$ cat config.mk
export PLATFORM = sky130hd
export DESIGN_NAME = rchs_dev_flat
export DESIGN_NICKNAME = d
export VERILOG_FILES = /design/src/rchs_pkg.sv /design/src/rchs_if.sv /design/src/rchs_dev.sv /design/src/flat_wrapper.sv
export SDC_FILE = /design/constraint.sdc
export NUM_CORES = 1
export LEC_CHECK = 0
export BUFFER_PORTS_ARGS = -buffer_cell sky130_fd_sc_hd__buf_2
export CAP_MARGIN = 20
export CORE_UTILIZATION = 35
export CTS_BUF_LIST = sky130_fd_sc_hd__clkbuf_4 sky130_fd_sc_hd__clkbuf_8
export CTS_CLUSTER_SIZE = 40
export DETAILED_ROUTE_END_ITERATION = 6
export HOLD_SLACK_MARGIN = 0.03
export PLACE_DENSITY = 0.58
export RECOVER_POWER = 50
export SLEW_MARGIN = 30
export SYNTH_ARGS = -nofsm -noshare
export SYNTH_HDL_FRONTEND = slang
export SYNTH_SLANG_ARGS = --single-unit
$ cat constraint.sdc
create_clock -name i_mclk -period 12.2 [get_ports i_mclk]
set_clock_uncertainty 0.05 [all_clocks]
set_input_delay 0.61 -clock i_mclk [delete_from_list [all_inputs] [get_ports i_mclk]]
set_output_delay 0.61 -clock i_mclk [all_outputs]
set_load 0.03 [all_outputs]
$ cat src/rchs_pkg.sv
// Package for the receive channel hop sequencer: property numbers, field
// layouts, timing constants and the command and state encodings.
// Assumes a single 40 MHz clock shared by both ends of the command link.
//
// What this block does
// Synth word is integer plus fraction over 2^19
// Host keeps fraction between one and two
// Frequency equals base plus channel times step
// Host loads step as high and low bytes
// Start channel argument optional, previous kept, zero initially
// Hop table of 64, size setting limits use
// Auto hopping starts on entering receive
// Entries visited in order, wrapping to first
// Entries holding 0xFF are skipped
// Hop conditions enabled singly or together, first wins
// Instantaneous strength above threshold stays, below hops
// Raw mode allows only strength condition
// Automatic hop completes within 115 us
// Manual hop retunes in 75 us with host calibration
// Optional output toggles on hop and wrap
// Host starts receive on first non-0xFF entry
// Transmit modulation added through fractional word
// External ramp off until type bit 7 set
// Internal and external ramps start together
// Four-bit ramp code selects 1.25 to 20 us
// Fine power level offers 128 steps
// Last channel held for reuse
package rchs_pkg;

  // ----------
  // Clock and timing
  // ----------
  localparam int CLK_MHZ          = 40;
  localparam int AUTO_HOP_TIME_NS = 115000;
  localparam int MAN_HOP_TIME_NS  = 75000;
  localparam int AUTO_HOP_CYC     = AUTO_HOP_TIME_NS * CLK_MHZ / 1000;
  localparam int MAN_HOP_CYC      = MAN_HOP_TIME_NS * CLK_MHZ / 1000;
  localparam int CNT_W            = 16;

  // ----------
  // Widths and table
  // ----------
  localparam int FRAC_BITS   = 19;
  localparam int SYNTH_W     = 28;
  localparam int HOP_DEPTH   = 64;
  localparam int IDX_W       = 6;
  localparam logic [7:0] SKIP_ENTRY = 8'hFF;
  localparam logic [7:0] CHAN_INIT  = 8'h00;

  // ----------
  // Property numbers
  // ----------
  localparam logic [15:0] P_INTE       = 16'h4000;
  localparam logic [15:0] P_FRAC_HIGH  = 16'h4001;
  localparam logic [15:0] P_FRAC_MID   = 16'h4002;
  localparam logic [15:0] P_FRAC_LOW   = 16'h4003;
  localparam logic [15:0] P_STEP_HIGH  = 16'h4004;
  localparam logic [15:0] P_STEP_LOW   = 16'h4005;
  localparam logic [15:0] P_RSSI_THR   = 16'h200A;
  localparam logic [15:0] P_HOP_SIZE   = 16'h5000;
  localparam logic [15:0] P_HOP_CTRL   = 16'h5001;
  localparam logic [15:0] P_HOP_ENTRY  = 16'h5002;
  localparam logic [15:0] P_AMP_TYPE   = 16'h2200;
  localparam logic [15:0] P_PWR_FINE   = 16'h2201;
  localparam logic [15:0] P_PWR_COARSE = 16'h2202;
  localparam logic [15:0] P_RAMP_TIME  = 16'h2203;

  // Hop control bits and other property field bit positions
  localparam int HC_RSSI = 0;
  localparam int HC_PRE  = 1;
  localparam int HC_SYNC = 2;
  localparam int HC_AUTO = 3;
  localparam int HC_GPIO = 4;
  localparam int HC_RAW  = 5;
  localparam int AMP_EXT_RAMP = 7;
  localparam int FRAC_ONE_BIT = 3;  // Bit 19 of the word, inside high byte
  localparam logic [6:0] PWR_FINE_MASK = 7'h7F;

  // ----------
  // Host APB map
  // ----------
  localparam logic [7:0] A_CMD    = 8'h00;
  localparam logic [7:0] A_PROP   = 8'h04;
  localparam logic [7:0] A_STATUS = 8'h08;

  typedef enum logic [2:0] {
    RCHS_OP_NONE, RCHS_OP_SET_PROP, RCHS_OP_START_RX, RCHS_OP_START_TX,
    RCHS_OP_RX_HOP, RCHS_OP_STOP
  } rchs_op_t;

  typedef enum logic [2:0] {
    RCHS_IDLE, RCHS_RX, RCHS_SEEK, RCHS_SETTLE, RCHS_TX_UP, RCHS_TX_ON,
    RCHS_TX_DOWN
  } rchs_state_t;

  // Ramp duration for each time-constant code, in ns
  localparam int RAMP_NS [16] = '{1250, 1330, 1430, 1540, 1670, 1820, 2000,
    2220, 2500, 2860, 3330, 4000, 5000, 6670, 10000, 20000};

  // Each ramp time rounds up to whole cycles
  function automatic logic [CNT_W-1:0] ramp_cyc(input logic [3:0] tc);
    ramp_cyc = CNT_W'((RAMP_NS[tc] * CLK_MHZ + 999) / 1000);
  endfunction

endpackage

$ cat src/rchs_if.sv
// Command link between the host controller and the hop sequencer.
// Assumes both ends share one clock; the testbench instantiates it.
`timescale 1ns/1ps
interface rchs_if;
  import rchs_pkg::*;

  logic        cmd_valid;
  logic        cmd_ready;
  rchs_op_t    cmd_op;
  logic [15:0] cmd_prop;
  logic [7:0]  cmd_data;
  logic        cmd_has_chan;
  logic [7:0]  cmd_chan;
  logic [15:0] cmd_calib;
  rchs_state_t st_state;
  logic [7:0]  st_chan;

  modport host (output cmd_valid, cmd_op, cmd_prop, cmd_data, cmd_has_chan,
                cmd_chan, cmd_calib,
                input  cmd_ready, st_state, st_chan);
  modport dev  (input  cmd_valid, cmd_op, cmd_prop, cmd_data, cmd_has_chan,
                cmd_chan, cmd_calib,
                output cmd_ready, st_state, st_chan);
endinterface

$ cat src/rchs_dev.sv
// Hop sequencer device end: property store, hop table, auto and manual
// hopping, synthesizer word and amplifier ramp control.
// Assumes modem inputs (strength, timeouts, modulation) are synchronous.
//
// Local design decision: register access over APB.
`timescale 1ns/1ps
module rchs_dev #(
  parameter int AUTO_HOP_CYCLES = rchs_pkg::AUTO_HOP_CYC
) (
  input  wire logic                       i_mclk,
  input  wire logic                       i_arst_n,
  input  wire logic                       i_ce,
  rchs_if.dev                             link,
  input  wire logic [7:0]                 i_rssi,
  input  wire logic                       i_preamble_timeout,
  input  wire logic                       i_sync_timeout,
  input  wire logic signed [15:0]         i_tx_mod,
  output logic [rchs_pkg::SYNTH_W-1:0]    o_synth_word,
  output logic [15:0]                     o_calib_count,
  output logic                            o_hop_gpio,
  output logic                            o_pa_on,
  output logic                            o_pa_ramping,
  output logic                            o_ext_ramp_on,
  output logic                            o_ext_ramp_ramping,
  output logic [6:0]                      o_pwr_fine,
  output logic [7:0]                      o_pwr_coarse
);
  import rchs_pkg::*;

  // ----------
  // State
  // ----------
  rchs_state_t        state_q, state_d;
  logic [7:0]         inte_q, inte_d, fh_q, fh_d, fm_q, fm_d, fl_q, fl_d;
  logic [7:0]         sh_q, sh_d, sl_q, sl_d, thr_q, thr_d;
  logic [7:0]         size_q, size_d, ctrl_q, ctrl_d;
  logic [7:0]         amp_q, amp_d, pwr_q, pwr_d, bias_q, bias_d;
  logic [7:0]         rt_q, rt_d, chan_q, chan_d;
  logic [IDX_W-1:0]   idx_q, idx_d;
  logic [IDX_W:0]     tries_q, tries_d;
  logic [CNT_W-1:0]   cnt_q, cnt_d;
  logic [15:0]        calib_q, calib_d;
  logic               stay_q, stay_d, gpio_q, gpio_d;
  logic [SYNTH_W-1:0] word_q, word_d;
  logic [7:0]         table_q [HOP_DEPTH];
  logic               tbl_we;
  logic               take, hop_req;
  logic [IDX_W-1:0]   idx_nx, last_idx;

  // Base plus channel times step, all in fractional units
  function automatic logic [SYNTH_W-1:0] freq_word(
      input logic [7:0] inte, input logic [19:0] frac,
      input logic [7:0] chan, input logic [15:0] step);
    freq_word = SYNTH_W'({inte, {FRAC_BITS{1'b0}}}) + SYNTH_W'(frac)
              + SYNTH_W'(chan * step);  // see R01
  endfunction

  // Table index after idx, wrapping at the programmed size
  function automatic logic [IDX_W-1:0] next_idx(
      input logic [IDX_W-1:0] idx, input logic [IDX_W-1:0] last);
    next_idx = (idx >= last) ? '0 : idx + 1'b1;  // see R06
  endfunction

  assign take     = link.cmd_valid & link.cmd_ready;
  assign last_idx = (size_q == 8'h00) ? '0
                  : (size_q > 8'(HOP_DEPTH)) ? IDX_W'(HOP_DEPTH - 1)
                  : IDX_W'(size_q - 8'h01);
  assign idx_nx   = next_idx(idx_q, last_idx);
  assign tbl_we   = take & (link.cmd_op == RCHS_OP_SET_PROP)
                  & (link.cmd_prop >= P_HOP_ENTRY)
                  & (link.cmd_prop < P_HOP_ENTRY + 16'(HOP_DEPTH));

  // Hop decision: first enabled condition met decides; raw mode only
  // permits the strength test since timeouts need packet handling
  always_comb begin
    hop_req = 1'b0;
    if (ctrl_q[HC_RSSI] && i_rssi < thr_q) begin
      hop_req = 1'b1;
    end
    if (!ctrl_q[HC_RAW] && ctrl_q[HC_PRE] && i_preamble_timeout) begin
      hop_req = 1'b1;                                  // see R10
    end
    if (!ctrl_q[HC_RAW] && ctrl_q[HC_SYNC] && i_sync_timeout) begin
      hop_req = 1'b1;                                  // see R10
    end
  end

  // ----------
  // Next-state logic
  // ----------
  always_comb begin
    state_d = state_q;  inte_d = inte_q;  fh_d = fh_q;  fm_d = fm_q;
    fl_d = fl_q;  sh_d = sh_q;  sl_d = sl_q;  thr_d = thr_q;
    size_d = size_q;  ctrl_d = ctrl_q;  amp_d = amp_q;  pwr_d = pwr_q;
    bias_d = bias_q;  rt_d = rt_q;  chan_d = chan_q;  idx_d = idx_q;
    tries_d = tries_q;  cnt_d = cnt_q;  calib_d = calib_q;
    stay_d = stay_q;  gpio_d = gpio_q;
    if (take && link.cmd_op == RCHS_OP_SET_PROP) begin
      case (link.cmd_prop)
        P_INTE:       inte_d = link.cmd_data;
        P_FRAC_HIGH:  fh_d   = link.cmd_data;
        P_FRAC_MID:   fm_d   = link.cmd_data;
        P_FRAC_LOW:   fl_d   = link.cmd_data;
        P_STEP_HIGH:  sh_d   = link.cmd_data;
        P_STEP_LOW:   sl_d   = link.cmd_data;
        P_RSSI_THR:   thr_d  = link.cmd_data;
        P_HOP_SIZE:   size_d = link.cmd_data;
        P_HOP_CTRL:   ctrl_d = link.cmd_data;
        P_AMP_TYPE:   amp_d  = link.cmd_data;
        P_PWR_FINE:   pwr_d  = link.cmd_data;
        P_PWR_COARSE: bias_d = link.cmd_data;
        P_RAMP_TIME:  rt_d   = link.cmd_data;
        default: ;
      endcase
    end
    case (state_q)
      RCHS_IDLE, RCHS_RX, RCHS_TX_ON: begin
        if (take && link.cmd_op == RCHS_OP_START_RX) begin
          if (link.cmd_has_chan) begin
            chan_d = link.cmd_chan;            // see R05
          end
          state_d = RCHS_RX;
          idx_d   = '0;
          stay_d  = 1'b0;
        end else if (take && link.cmd_op == RCHS_OP_START_TX) begin
          if (link.cmd_has_chan) begin
            chan_d = link.cmd_chan;            // see R05
          end
          state_d = RCHS_TX_UP;
          cnt_d   = ramp_cyc(rt_q[3:0]);
        end else if (take && link.cmd_op == RCHS_OP_RX_HOP) begin
          chan_d  = link.cmd_chan;
          calib_d = link.cmd_calib;
          state_d = RCHS_SETTLE;
          cnt_d   = CNT_W'(MAN_HOP_CYC);
        end else if (take && link.cmd_op == RCHS_OP_STOP) begin
          if (state_q == RCHS_TX_ON) begin
            state_d = RCHS_TX_DOWN;
            cnt_d   = ramp_cyc(rt_q[3:0]);
          end else begin
            state_d = RCHS_IDLE;
          end
        end else if (state_q == RCHS_RX && ctrl_q[HC_AUTO] && !stay_q) begin
          if (ctrl_q[HC_RSSI] && i_rssi > thr_q) begin
            stay_d = 1'b1;
          end else if (hop_req) begin
            state_d = RCHS_SEEK;
            tries_d = '0;
          end
        end
      end
      RCHS_SEEK: begin
        // One entry a cycle; a table that is all skips leaves us put
        idx_d   = idx_nx;
        tries_d = tries_q + 1'b1;
        if (idx_nx == '0 && ctrl_q[HC_GPIO]) begin
          gpio_d = ~gpio_q;
        end
        if (table_q[idx_nx] != SKIP_ENTRY) begin
          chan_d  = table_q[idx_nx];
          state_d = RCHS_SETTLE;
          cnt_d   = CNT_W'(AUTO_HOP_CYCLES - 1 - int'(tries_q));
          if (ctrl_q[HC_GPIO]) begin
            gpio_d = (idx_nx == '0) ? gpio_q : ~gpio_q;
          end
        end else if (tries_q > {1'b0, last_idx}) begin
          state_d = RCHS_RX;
          stay_d  = 1'b1;
        end
      end
      RCHS_SETTLE: begin
        cnt_d = cnt_q - 1'b1;
        if (cnt_q <= CNT_W'(1)) begin
          state_d = RCHS_RX;
          stay_d  = 1'b0;
        end
      end
      RCHS_TX_UP, RCHS_TX_DOWN: begin
        cnt_d = cnt_q - 1'b1;
        if (cnt_q <= CNT_W'(1)) begin
          state_d = (state_q == RCHS_TX_UP) ? RCHS_TX_ON : RCHS_IDLE;
        end
      end
      default: state_d = RCHS_IDLE;
    endcase
    word_d = freq_word(inte_q, {fh_q[3:0], fm_q, fl_q}, chan_d,
                       {sh_q, sl_q});
    if (state_d == RCHS_TX_UP || state_d == RCHS_TX_ON
        || state_d == RCHS_TX_DOWN) begin
      word_d = word_d + SYNTH_W'(signed'(i_tx_mod));
    end
  end

  // ----------
  // Registers
  // ----------
  always_ff @(posedge i_mclk or negedge i_arst_n) begin
    if (!i_arst_n) begin
      state_q <= RCHS_IDLE;  inte_q <= '0;  fh_q <= '0;  fm_q <= '0;
      fl_q <= '0;  sh_q <= '0;  sl_q <= '0;  thr_q <= '0;  size_q <= '0;
      ctrl_q <= '0;  amp_q <= '0;  pwr_q <= '0;  bias_q <= '0;
      rt_q <= '0;  chan_q <= CHAN_INIT;  idx_q <= '0;  tries_q <= '0;
      cnt_q <= '0;  calib_q <= '0;  stay_q <= 1'b0;  gpio_q <= 1'b0;
      word_q <= '0;
    end else if (i_ce) begin
      state_q <= state_d;  inte_q <= inte_d;  fh_q <= fh_d;  fm_q <= fm_d;
      fl_q <= fl_d;  sh_q <= sh_d;  sl_q <= sl_d;  thr_q <= thr_d;
      size_q <= size_d;  ctrl_q <= ctrl_d;  amp_q <= amp_d;
      pwr_q <= pwr_d;  bias_q <= bias_d;  rt_q <= rt_d;  chan_q <= chan_d;
      idx_q <= idx_d;  tries_q <= tries_d;  cnt_q <= cnt_d;
      calib_q <= calib_d;  stay_q <= stay_d;  gpio_q <= gpio_d;
      word_q <= word_d;
    end
  end

  // Hop table store; no reset, software fills it before use
  always_ff @(posedge i_mclk) begin
    if (i_ce && tbl_we) begin
      table_q[IDX_W'(link.cmd_prop - P_HOP_ENTRY)] <= link.cmd_data;
    end
  end

  // ----------
  // Outputs
  // ----------
  // Busy while seeking or settling so a hop is never cut short
  assign link.cmd_ready  = (state_q != RCHS_SEEK) && (state_q != RCHS_SETTLE)
                        && (state_q != RCHS_TX_UP)
                        && (state_q != RCHS_TX_DOWN);
  assign link.st_state   = state_q;
  assign link.st_chan    = chan_q;
  assign o_synth_word    = word_q;
  assign o_calib_count   = calib_q;
  assign o_hop_gpio      = gpio_q;
  assign o_pa_on         = (state_q == RCHS_TX_UP) || (state_q == RCHS_TX_ON)
                        || (state_q == RCHS_TX_DOWN);
  assign o_pa_ramping    = (state_q == RCHS_TX_UP)
                        || (state_q == RCHS_TX_DOWN);
  assign o_ext_ramp_on      = o_pa_on & amp_q[AMP_EXT_RAMP];
  assign o_ext_ramp_ramping = o_pa_ramping & amp_q[AMP_EXT_RAMP];
  assign o_pwr_fine      = pwr_q[6:0] & PWR_FINE_MASK;
  assign o_pwr_coarse    = bias_q;

endmodule // rchs_dev

$ cat src/flat_wrapper.sv
// flat-port wrapper written by rule: the top's interface ports become plain ports
module rchs_dev_flat import rchs_pkg::*;
#(
  parameter int AUTO_HOP_CYCLES = rchs_pkg::AUTO_HOP_CYC
)
  (i_mclk, i_arst_n, i_ce, i_rssi, i_preamble_timeout, i_sync_timeout, i_tx_mod, o_synth_word, o_calib_count, o_hop_gpio, o_pa_on, o_pa_ramping, o_ext_ramp_on, o_ext_ramp_ramping, o_pwr_fine, o_pwr_coarse, link_cmd_valid, link_cmd_op, link_cmd_prop, link_cmd_data, link_cmd_has_chan, link_cmd_chan, link_cmd_calib, link_cmd_ready, link_st_state, link_st_chan);
  rchs_if link_i ();
  input  wire logic i_mclk;
  input  wire logic i_arst_n;
  input  wire logic i_ce;
  input  wire logic [7:0] i_rssi;
  input  wire logic i_preamble_timeout;
  input  wire logic i_sync_timeout;
  input  wire logic signed [15:0] i_tx_mod;
  output logic [rchs_pkg::SYNTH_W-1:0] o_synth_word;
  output logic [15:0] o_calib_count;
  output logic o_hop_gpio;
  output logic o_pa_on;
  output logic o_pa_ramping;
  output logic o_ext_ramp_on;
  output logic o_ext_ramp_ramping;
  output logic [6:0] o_pwr_fine;
  output logic [7:0] o_pwr_coarse;
  input wire logic [$bits(link_i.cmd_valid)-1:0] link_cmd_valid;
  input wire logic [$bits(link_i.cmd_op)-1:0] link_cmd_op;
  input wire logic [$bits(link_i.cmd_prop)-1:0] link_cmd_prop;
  input wire logic [$bits(link_i.cmd_data)-1:0] link_cmd_data;
  input wire logic [$bits(link_i.cmd_has_chan)-1:0] link_cmd_has_chan;
  input wire logic [$bits(link_i.cmd_chan)-1:0] link_cmd_chan;
  input wire logic [$bits(link_i.cmd_calib)-1:0] link_cmd_calib;
  output wire logic [$bits(link_i.cmd_ready)-1:0] link_cmd_ready;
  output wire logic [$bits(link_i.st_state)-1:0] link_st_state;
  output wire logic [$bits(link_i.st_chan)-1:0] link_st_chan;
  assign link_i.cmd_valid = link_cmd_valid;
  assign link_i.cmd_op = link_cmd_op;
  assign link_i.cmd_prop = link_cmd_prop;
  assign link_i.cmd_data = link_cmd_data;
  assign link_i.cmd_has_chan = link_cmd_has_chan;
  assign link_i.cmd_chan = link_cmd_chan;
  assign link_i.cmd_calib = link_cmd_calib;
  assign link_cmd_ready = link_i.cmd_ready;
  assign link_st_state = link_i.st_state;
  assign link_st_chan = link_i.st_chan;
  rchs_dev #(.AUTO_HOP_CYCLES(AUTO_HOP_CYCLES)) u_core (.i_mclk(i_mclk), .i_arst_n(i_arst_n), .i_ce(i_ce), .link(link_i), .i_rssi(i_rssi), .i_preamble_timeout(i_preamble_timeout), .i_sync_timeout(i_sync_timeout), .i_tx_mod(i_tx_mod), .o_synth_word(o_synth_word), .o_calib_count(o_calib_count), .o_hop_gpio(o_hop_gpio), .o_pa_on(o_pa_on), .o_pa_ramping(o_pa_ramping), .o_ext_ramp_on(o_ext_ramp_on), .o_ext_ramp_ramping(o_ext_ramp_ramping), .o_pwr_fine(o_pwr_fine), .o_pwr_coarse(o_pwr_coarse));
endmodule
==> key figures, run 1 <==
Finish
  • Post-layout instance count excluding filler cells: 5801
  • Net count, final: 4567
  • Area growth, synth to finish: 22.7%
  • Utilization after layout: 43.2%
  • Filler instances: 10711
  • Share of cells above drive strength 1: between 20% and 30%

Timing
  • Total count of max-transition violations in the final report: 784
  • Post-route minimum period: 12.15 ns
  • Slew Limit Headroom: -292%
  • Unrepaired setup endpoints after global routing: true
  • Final clock period utilization by the worst path: about 100%
  • Achievable frequency: between 0.08 and 0.09 GHz
  • Hold violation total from the final report: 0
  • Post-layout worst setup margin: 0.0473 ns
  • Final setup viols: 0
  • Slew at the pin closest to its max-slew limit: 5.89 ns

Floorplan
  • Ports placed on the boundary: 158
  • Std cell rows: 123
  • Height of the die: 338 um
  • Area enclosed by the die boundary: 114000 um^2
  • Area of the placeable core: 112000 um^2
  • Initial core utilization: approximately a third
  • Die width: 338 um

Placement
  • Quantity of I/O buffers inserted on ports: ~160
  • Final HPWL DP: 80.5 mm
  • Global placer's final weighted congestion: 0.921
  • # placed instances: 5520
  • Pre-CTS setup slack: -0.732 ns

Routing
  • Initial detailed-routing violation count: roughly 2600
  • Total length of routed wires: 120 mm
  • Number of vias in the routed layout: 31572
  • Vias per cell: 5.44
  • Iteration count of the initial detailed-routing pass: 5
  • Final routed wire length divided by cell count: 20.7 um
  • Antenna viol nets, final: 0
  • Post-route DRC violation count: 0

Run
  • Max_cap viols: 12

Synthesis
  • Number of warnings reported in the yosys synthesis log: 0
  • Number of enable flip-flop cells after synthesis: 512
  • Number of different library cells in the post-synthesis netlist: 106
  • Syn_nets: 4054
  • Number of instances in the synthesized netlist: 3701
  • Avg Synthesized Cell Area: approximately 11 um^2
  • Post-synthesis register bit count: 684
  • Share of flip-flops with an asynchronous set or reset after synthesis: 25.1%
  • Netlist area before placement: 39600 um^2
  • Sequential area share after synthesis: 49.7%
  • Most frequently used flop master after synthesis: edfxtp_1

Clocking
  • Maximum root-to-sink buffer count: 3
  • TritonCTS clock tree: built
  • Clock tree sinks: 684
  • Root buffer selected by CTS: clkbuf_8
  • Clk_lat worst skew: 0.77 ns
  • Clock buffer count from CTS: 110
  • Clock transition at the registers of the reported paths: around 0.060 ns
  • Clock H-tree levels: 3

Global routing
  • Global-route wire length before repair: 184 mm
  • Total congestion overflow after global routing: 0
  • Met3 routing resource usage after global routing: under 10%
  • All-Layer GR Usage: 20.5%
  • Busiest grt layer: met2
  • Antenna violations before repair: 4
  • Global-route track usage on met1: 27.8%
  • Via count of the first global-routing pass: 30698
  • Global-route met2 utilization: 33.1%
  • Pin count of the biggest net entering global routing: around 110

Run status
  • Status: finished with violations
  • Violations in the final reports: capacitance limit, slew limit

Power
  • Power per standard cell area: 119 nW/um^2
  • Clock group share of total power: 35.1%
  • Part of the power in registers: a little under half
  • Gate power share: 18.2%
  • Cell-internal power: 4.01 mW
  • Leakage dissipation: roughly 19 nW
  • Switching portion of total power: 30.6%
  • Worst IR drop on VDD: 104 uV
  • Switching power total: between 1.5 and 2 mW
  • Pwr Total: 5.79 mW

Worst hold path
  • Hold Path Origin: link_cmd_calib[13]
  • Number of cells on the worst hold path: 2
  • Worst min-delay path endpoint: u_core.o_calib_count[13]
  • Hold/Removal Path Class: in2reg

Critical path
  • Data required time at the worst endpoint: 12.78 ns
  • Kind of cell with the highest combined delay on the critical path: compound AO/OA/AOI/OAI gates
  • Startpoint-to-endpoint class of the critical path: reg2reg
  • Max Fanout on Critical Path: 16
  • Flop-to-flop setup slack: 0.05 ns
  • Endpoint of the worst-slack reg-to-reg timing path: u_core.o_synth_word[27]
  • Data arrival, critical path: 12.74 ns
  • Most frequent CP cell: a21oi_2
  • Startpoint Class: flop
  • Number of buffer and inverter stages on the critical path: 13
  • Critical-path top delay cell: fa_1
  • Critical Path Sink Type: flop
  • R2R depth: 70
  • Worst r2r src: u_core.size_q[1]
  • Worst path max stage delay: 0.56 ns
[state kept, by name (all words and copies together), names as in the netlist, 3 cells and up]
| register | flops |
|---|---|
| u_core.table_q | 512 |
| u_core.o_synth_word | 28 |
| u_core.cnt_q | 16 |
| u_core.o_calib_count | 16 |
| u_core.fl_q | 8 |
| u_core.fm_q | 8 |
| u_core.inte_q | 8 |
| u_core.link.st_chan | 8 |
| u_core.o_pwr_coarse | 8 |
| u_core.sh_q | 8 |
| u_core.size_q | 8 |
| u_core.sl_q | 8 |
| u_core.thr_q | 8 |
| u_core.pwr_q | 7 |
| u_core.tries_q | 7 |
| u_core.ctrl_q | 6 |
| u_core.idx_q | 6 |
| u_core.fh_q | 4 |
| u_core.rt_q | 4 |
| u_core.link.st_state | 3 |
[final cells by class]
cell class	instances	area [um^2]	share of cell area [%]
antenna	1	2.50	0.00515
clock buffer	151	1900	3.90
clock inverter	47	347	0.713
inverter	207	785	1.61
multi-input combinational	2621	19500	40.2
sequential	684	19700	40.5
tap	1500	1880	3.86
timing repair buffer	590	4460	9.17
[cells in the mapped netlist, types with 7 or more instances]
library cell / number / share of area, %
a311oi_1: 32 / 0.71
nor2b_1: 41 / 0.65
o21bai_1: 32 / 0.61
a32oi_1: 10 / 0.22
ha_1: 162 / 5.1
nor4_1: 10 / 0.16
or2_2: 7 / 0.11
a31oi_1: 83 / 1.3
a211oi_1: 50 / 0.95
o21a_1: 16 / 0.30
fa_1: 109 / 5.5
o2111ai_1: 8 / 0.18
edfxtp_1: 512 / 39
a21o_1: 30 / 0.57
nor3_1: 81 / 1.0
o311ai_0: 16 / 0.35
o22ai_1: 25 / 0.40
o211a_1: 10 / 0.25
a211oi_2: 7 / 0.22
o221ai_1: 10 / 0.22
nand3_1: 129 / 1.6
nand2_1: 546 / 5.2
xnor2_1: 85 / 1.9
dfrtp_1: 172 / 11
nand4_1: 17 / 0.27
clkbuf_1: 154 / 1.5
mux2i_1: 27 / 0.68
a22o_1: 11 / 0.24
o21ai_1: 7 / 0.088
and2_1: 52 / 0.82
o211ai_1: 31 / 0.59
o21ai_0: 141 / 1.8
inv_1: 203 / 1.9
or3_1: 11 / 0.17
and3_1: 27 / 0.43
mux2_2: 104 / 3.0
o31ai_1: 15 / 0.28
xor2_1: 30 / 0.66
a211o_1: 9 / 0.20
nand2b_1: 26 / 0.41
a21oi_1: 160 / 2.0
buf_1: 24 / 0.23
a221oi_1: 84 / 1.9
nor2_1: 250 / 2.4
[through the flow]
step                      hold WS [ns]  setup TNS (ns)  cell area [um^2]
after floorplan                  0.264               0             39600
after global placement           0.427           -2.07             44400
after detailed placement         0.421           -2.12             44500
after CTS                       0.0312               0             47400
after global routing            0.0719           -2.42             48600
final                           0.0873               0             48600
[how the worst max path moves through the flow]
stage                          start                 endpoint  slack, ns  cells past startpoint
finish              u_core.size_q[1]  u_core.o_synth_word[27]       0.05                     70
global route        u_core.size_q[1]  u_core.o_synth_word[27]      -0.63                     74
CTS                 u_core.size_q[0]  u_core.o_synth_word[27]     0.0006                     71
detailed placement  u_core.size_q[0]  u_core.o_synth_word[27]      -0.73                     74
global placement    u_core.size_q[0]  u_core.o_synth_word[27]      -0.72                     75
floorplan           u_core.size_q[0]  u_core.o_synth_word[27]       0.02                     71
[power by group through the flow]
stage	Combinational, mW	Sequential, mW	Clock [mW]
6_report	1.05	2.70	2.03
5_1_grt	1.14	2.71	2.16
4_1_cts	1.02	2.69	2.07
3_5_place_dp	0.997	2.73	0
3_3_place_gp	0.991	2.73	0
2_1_floorplan	0.470	2.83	0
[worst register-to-register path, delay by kind of cell, from the launching register on]
family | cells | cell delay (ns)
buffers and inverters | 13 | 1.70
adder cells (fa/ha/maj) | 9 | 3.13
AO/OA/AOI/OAI | 29 | 4.54
AND/OR/NAND/NOR | 15 | 1.53
flip-flops | 1 | 0.39
XOR/XNOR | 3 | 0.43
multiplexers | 1 | 0.26
[metal layers]
layer	part of all wire [%]	up-vias
li1	-	14624
met1	43	15679
met2	47	1090
met3	7.3	177
met4	2.2	2
met5	0.011	-
[kinds of logic after synthesis]
logic type               after synthesis  share of synthesized area [%]
XOR/XNOR                             116                           2.59
multiplexers                         132                           3.70
AO/OA/AOI/OAI                        866                           15.4
AND/OR/NAND/NOR                     1235                           14.1
adder cells (fa/ha/maj)              272                           10.7
buffers and inverters                396                           3.83
flip-flops                           684                           49.7
[repair_timing]
action,CTS,global route
pin swaps,43,136
setup buffers,20,38
gates cloned,4,4
gates resized for setup,71,187
setup endpoints to repair,6,10
endpoints found under the hold margin,120,0
hold buffers,17,0
[cells in the final DEF (no fill, tap or decap), drive strengths merged, types with 129 or more instances in the layout]
| cell type | instances |
|---|---|
| nand3 | 129 |
| dfrtp | 172 |
| a21oi | 163 |
| o21ai | 150 |
| nand2 | 547 |
| ha | 162 |
| inv | 207 |
| edfxtp | 512 |
| clkbuf | 202 |
| nor2 | 251 |
| buf | 520 |
Power figures use the tool's default switching activity.
==> inputs of run 2 (changes only) <==
--- a/config.mk
+++ b/config.mk
@@ -7,6 +7,7 @@
 export LEC_CHECK = 0
 export BUFFER_PORTS_ARGS = -buffer_cell sky130_fd_sc_hd__buf_2
 export CAP_MARGIN = 20
+export CORE_ASPECT_RATIO = 1.2
 export CORE_UTILIZATION = 35
 export CTS_BUF_LIST = sky130_fd_sc_hd__clkbuf_4 sky130_fd_sc_hd__clkbuf_8
 export CTS_CLUSTER_SIZE = 40
==> run 2 against run 1 <==
  * The flow finishes with violations (capacitance limit, slew limit, setup timing)
  * Worst hold slack gained 0.14 ns
  * Setup slack got worse by 0.19 ns
  * Critical path depth is 6 higher
  * Maximum frequency decreased by 1.5%
  * Sequential power barely moved
  * Sequential share of layout area down 0.75 points
  * Wire length up 0.83%
  * Highest routed layer unchanged
==> key figures, run 2 (synthesized netlist as in run 1, its figures left out) <==
Critical path
  • Most frequent CP cell: a21oi_2
  • Max Fanout on Critical Path: 12
  • Startpoint Class: flop
  • Flop-to-flop setup slack: -0.14 ns
  • Worst r2r src: u_core.size_q[1]
  • Critical Path Sink Type: flop
  • Critical-path top delay cell: fa_1
  • Data required time at the worst endpoint: 12.82 ns
  • Data arrival, critical path: around 13 ns
  • R2R depth: 76
  • Endpoint of the worst-slack reg-to-reg timing path: u_core.o_synth_word[27]
  • Worst path max stage delay: 0.52 ns
  • Startpoint-to-endpoint class of the critical path: reg2reg

Timing
  • Final clock period utilization by the worst path: 101%
  • Slew Limit Headroom: -220%
  • Setup tns final: -0.139 ns
  • Slew at the pin closest to its max-slew limit: 4.80 ns
  • Achievable frequency: around 0.081 GHz
  • Final setup viols: 1
  • Post-layout worst setup margin: -0.139 ns
  • Hold violation total from the final report: 0
  • Post-route minimum period: between 10 and 15 ns
  • Total count of max-transition violations in the final report: 754
  • Unrepaired setup endpoints after global routing: true

Global routing
  • All-Layer GR Usage: 20.6%
  • Antenna violations before repair: 5
  • Via count of the first global-routing pass: between 30000 and 40000
  • Pin count of the biggest net entering global routing: 77
  • Global-route wire length before repair: about 180 mm
  • Total congestion overflow after global routing: 0

Finish
  • Leading cell type in the layout, fill and taps excluded: nand2_1
  • Share of cells above drive strength 1: 26.6%
  • Leading cell types in the layout, fill and taps excluded: nand2_1, edfxtp_1, buf_4, nor2_1, inv_1
  • Max reg flops: 512
  • Multi-input gate area: 19700 um^2
  • Net count, final: 4636
  • Most flop-heavy register: u_core.table_q
  • Area growth, synth to finish: 25.0%
  • Filler instances: 10519
  • Reg area: 19700 um^2

Routing
  • Uppermost routed layer: met5
  • Total met2 wirelength after detailed routing: a little under 60 mm
  • Total length of routed wires: 121 mm
  • Vias per cell: 5.46
  • Length of routed wiring on met1: 50.8 mm
  • Post-route DRC violation count: 0
  • Number of vias in the routed layout: 32077
  • Final routed wire length divided by cell count: 20.6 um
  • DR WL met3: 8.15 mm
  • Initial detailed-routing violation count: about 2500
  • Antenna viol nets, final: 0
  • Iteration count of the initial detailed-routing pass: 6

Floorplan
  • Std cell rows: 134
  • Area enclosed by the die boundary: 114000 um^2
  • Initial core utilization: a little over a third
  • Ports placed on the boundary: about 160
  • Die width: 309 um
  • Height of the die: 370 um
  • Area of the placeable core: between 100000 and 150000 um^2

Worst hold path
  • Worst min-delay path endpoint: u_core.link.st_chan[5]
  • Hold Path Origin: link_cmd_chan[5]
  • Hold/Removal Path Class: in2reg
  • Number of cells on the worst hold path: 4

Run status
  • Status: finished with violations
  • Violations in the final reports: capacitance limit, slew limit, setup timing

Power
  • Pwr Total: 6.05 mW
  • Worst IR drop on VDD: between 100 and 150 uV
  • Leakage dissipation: 19.8 nW
  • Power per standard cell area: 122 nW/um^2

Clocking
  • Clock tree sinks: 684
  • Maximum root-to-sink buffer count: 3
  • Clock H-tree levels: 3
  • Clock buffer count from CTS: 117
  • Clock transition at the registers of the reported paths: approximately 0.060 ns
  • Clk_lat worst skew: ~0.8 ns
  • TritonCTS clock tree: built
  • Root buffer selected by CTS: clkbuf_8

Placement
  • Global placer's final weighted congestion: 0.927
  • Quantity of I/O buffers inserted on ports: about 160
  • Final HPWL DP: 82.4 mm

Run
  • Max_cap viols: 15
-- run 2: cell types whose count changed in the layout (fill, tap and decap cells not counted), moves of 5 or more --
| cell | before | now |
|---|---|---|
| o21bai_1 | 31 | 25 |
| a21oi_1 | 130 | 123 |
| o21ai_0 | 124 | 119 |
| clkbuf_1 | 47 | 53 |
| nor2_2 | 10 | 15 |
| clkbuf_8 | 122 | 129 |
| buf_4 | 365 | 416 |
| clkbuf_4 | 29 | 36 |
| a21oi_2 | 31 | 40 |
| bufinv_16 | 3 | 8 |
-- run 2: worst max path at each step --
stage	start	end	depth (start not counted)
after floorplan	u_core.size_q[0]	u_core.o_synth_word[27]	71
after global placement	u_core.size_q[1]	u_core.o_synth_word[27]	70
after detailed placement	u_core.size_q[1]	u_core.o_synth_word[27]	70
after CTS	u_core.size_q[0]	u_core.o_synth_word[27]	76
after global routing	u_core.size_q[1]	u_core.o_synth_word[27]	73
final	u_core.size_q[1]	u_core.o_synth_word[27]	76
-- run 2: layout make-up --
class	instances	share of cell area, %
antenna	1	0.00505
multi-input combinational	2622	39.8
timing repair buffer	651	9.96
clock buffer	165	4.13
inverter	207	1.58
sequential	684	39.8
clock inverter	51	0.973
tap	1496	3.78
-- run 2: metal layers --
metal / track usage [%] / vias to the layer above
met5: 0 / -
met4: 6.44 / 8
met3: 3.61 / 233
met2: 34.5 / 1175
met1: 26.9 / 15885
li1: - / 14776
-- run 2: power breakdown --
part           total, mW  internal (mW)  switching [mW]
logic               1.13          0.398           0.731
registers           2.68           2.60          0.0856
clock network       2.24           1.26           0.986
total               6.05           4.25            1.80
-- run 2: per-stage QoR --
| stage | utilization [%] | instances | setup slack (ns) | cell area, um^2 | hold slack [ns] |
|---|---|---|---|---|---|
| 2_1_floorplan | - | 3701 | 0.0164 | 39600 | 0.264 |
| 3_3_place_gp | 40.2 | 5574 | -1.01 | 44900 | 0.417 |
| 3_5_place_dp | 40.3 | 5575 | -1.09 | 45000 | 0.414 |
| 4_1_cts | 43.1 | 5822 | -0.00679 | 48100 | 0.166 |
| 5_1_grt | 44.3 | 5877 | -0.893 | 49500 | 0.241 |
| 6_report | 44.3 | 5877 | -0.139 | 49500 | 0.230 |
-- run 2: critical path, delay by kind of cell, from the launching register on --
kind	cells	cell delay (ns)
AOI/OAI and AO/OA	30	4.41
buffers and inverters	18	2.10
xor gates and xnor gates	3	0.36
adders and majority gates	9	2.97
DFF	1	0.39
muxes	1	0.26
and+or+nand+nor	15	1.69
-- run 2: repair_timing --
item | in CTS | in global routing
hold endpoints to repair | 53 | 0
hold buffers | 17 | 0
gates cloned | 3 | 3
resized for setup | 80 | 216
buffers inserted | 11 | 58
setup endpoints to repair | 9 | 10
pin swaps | 48 | 149
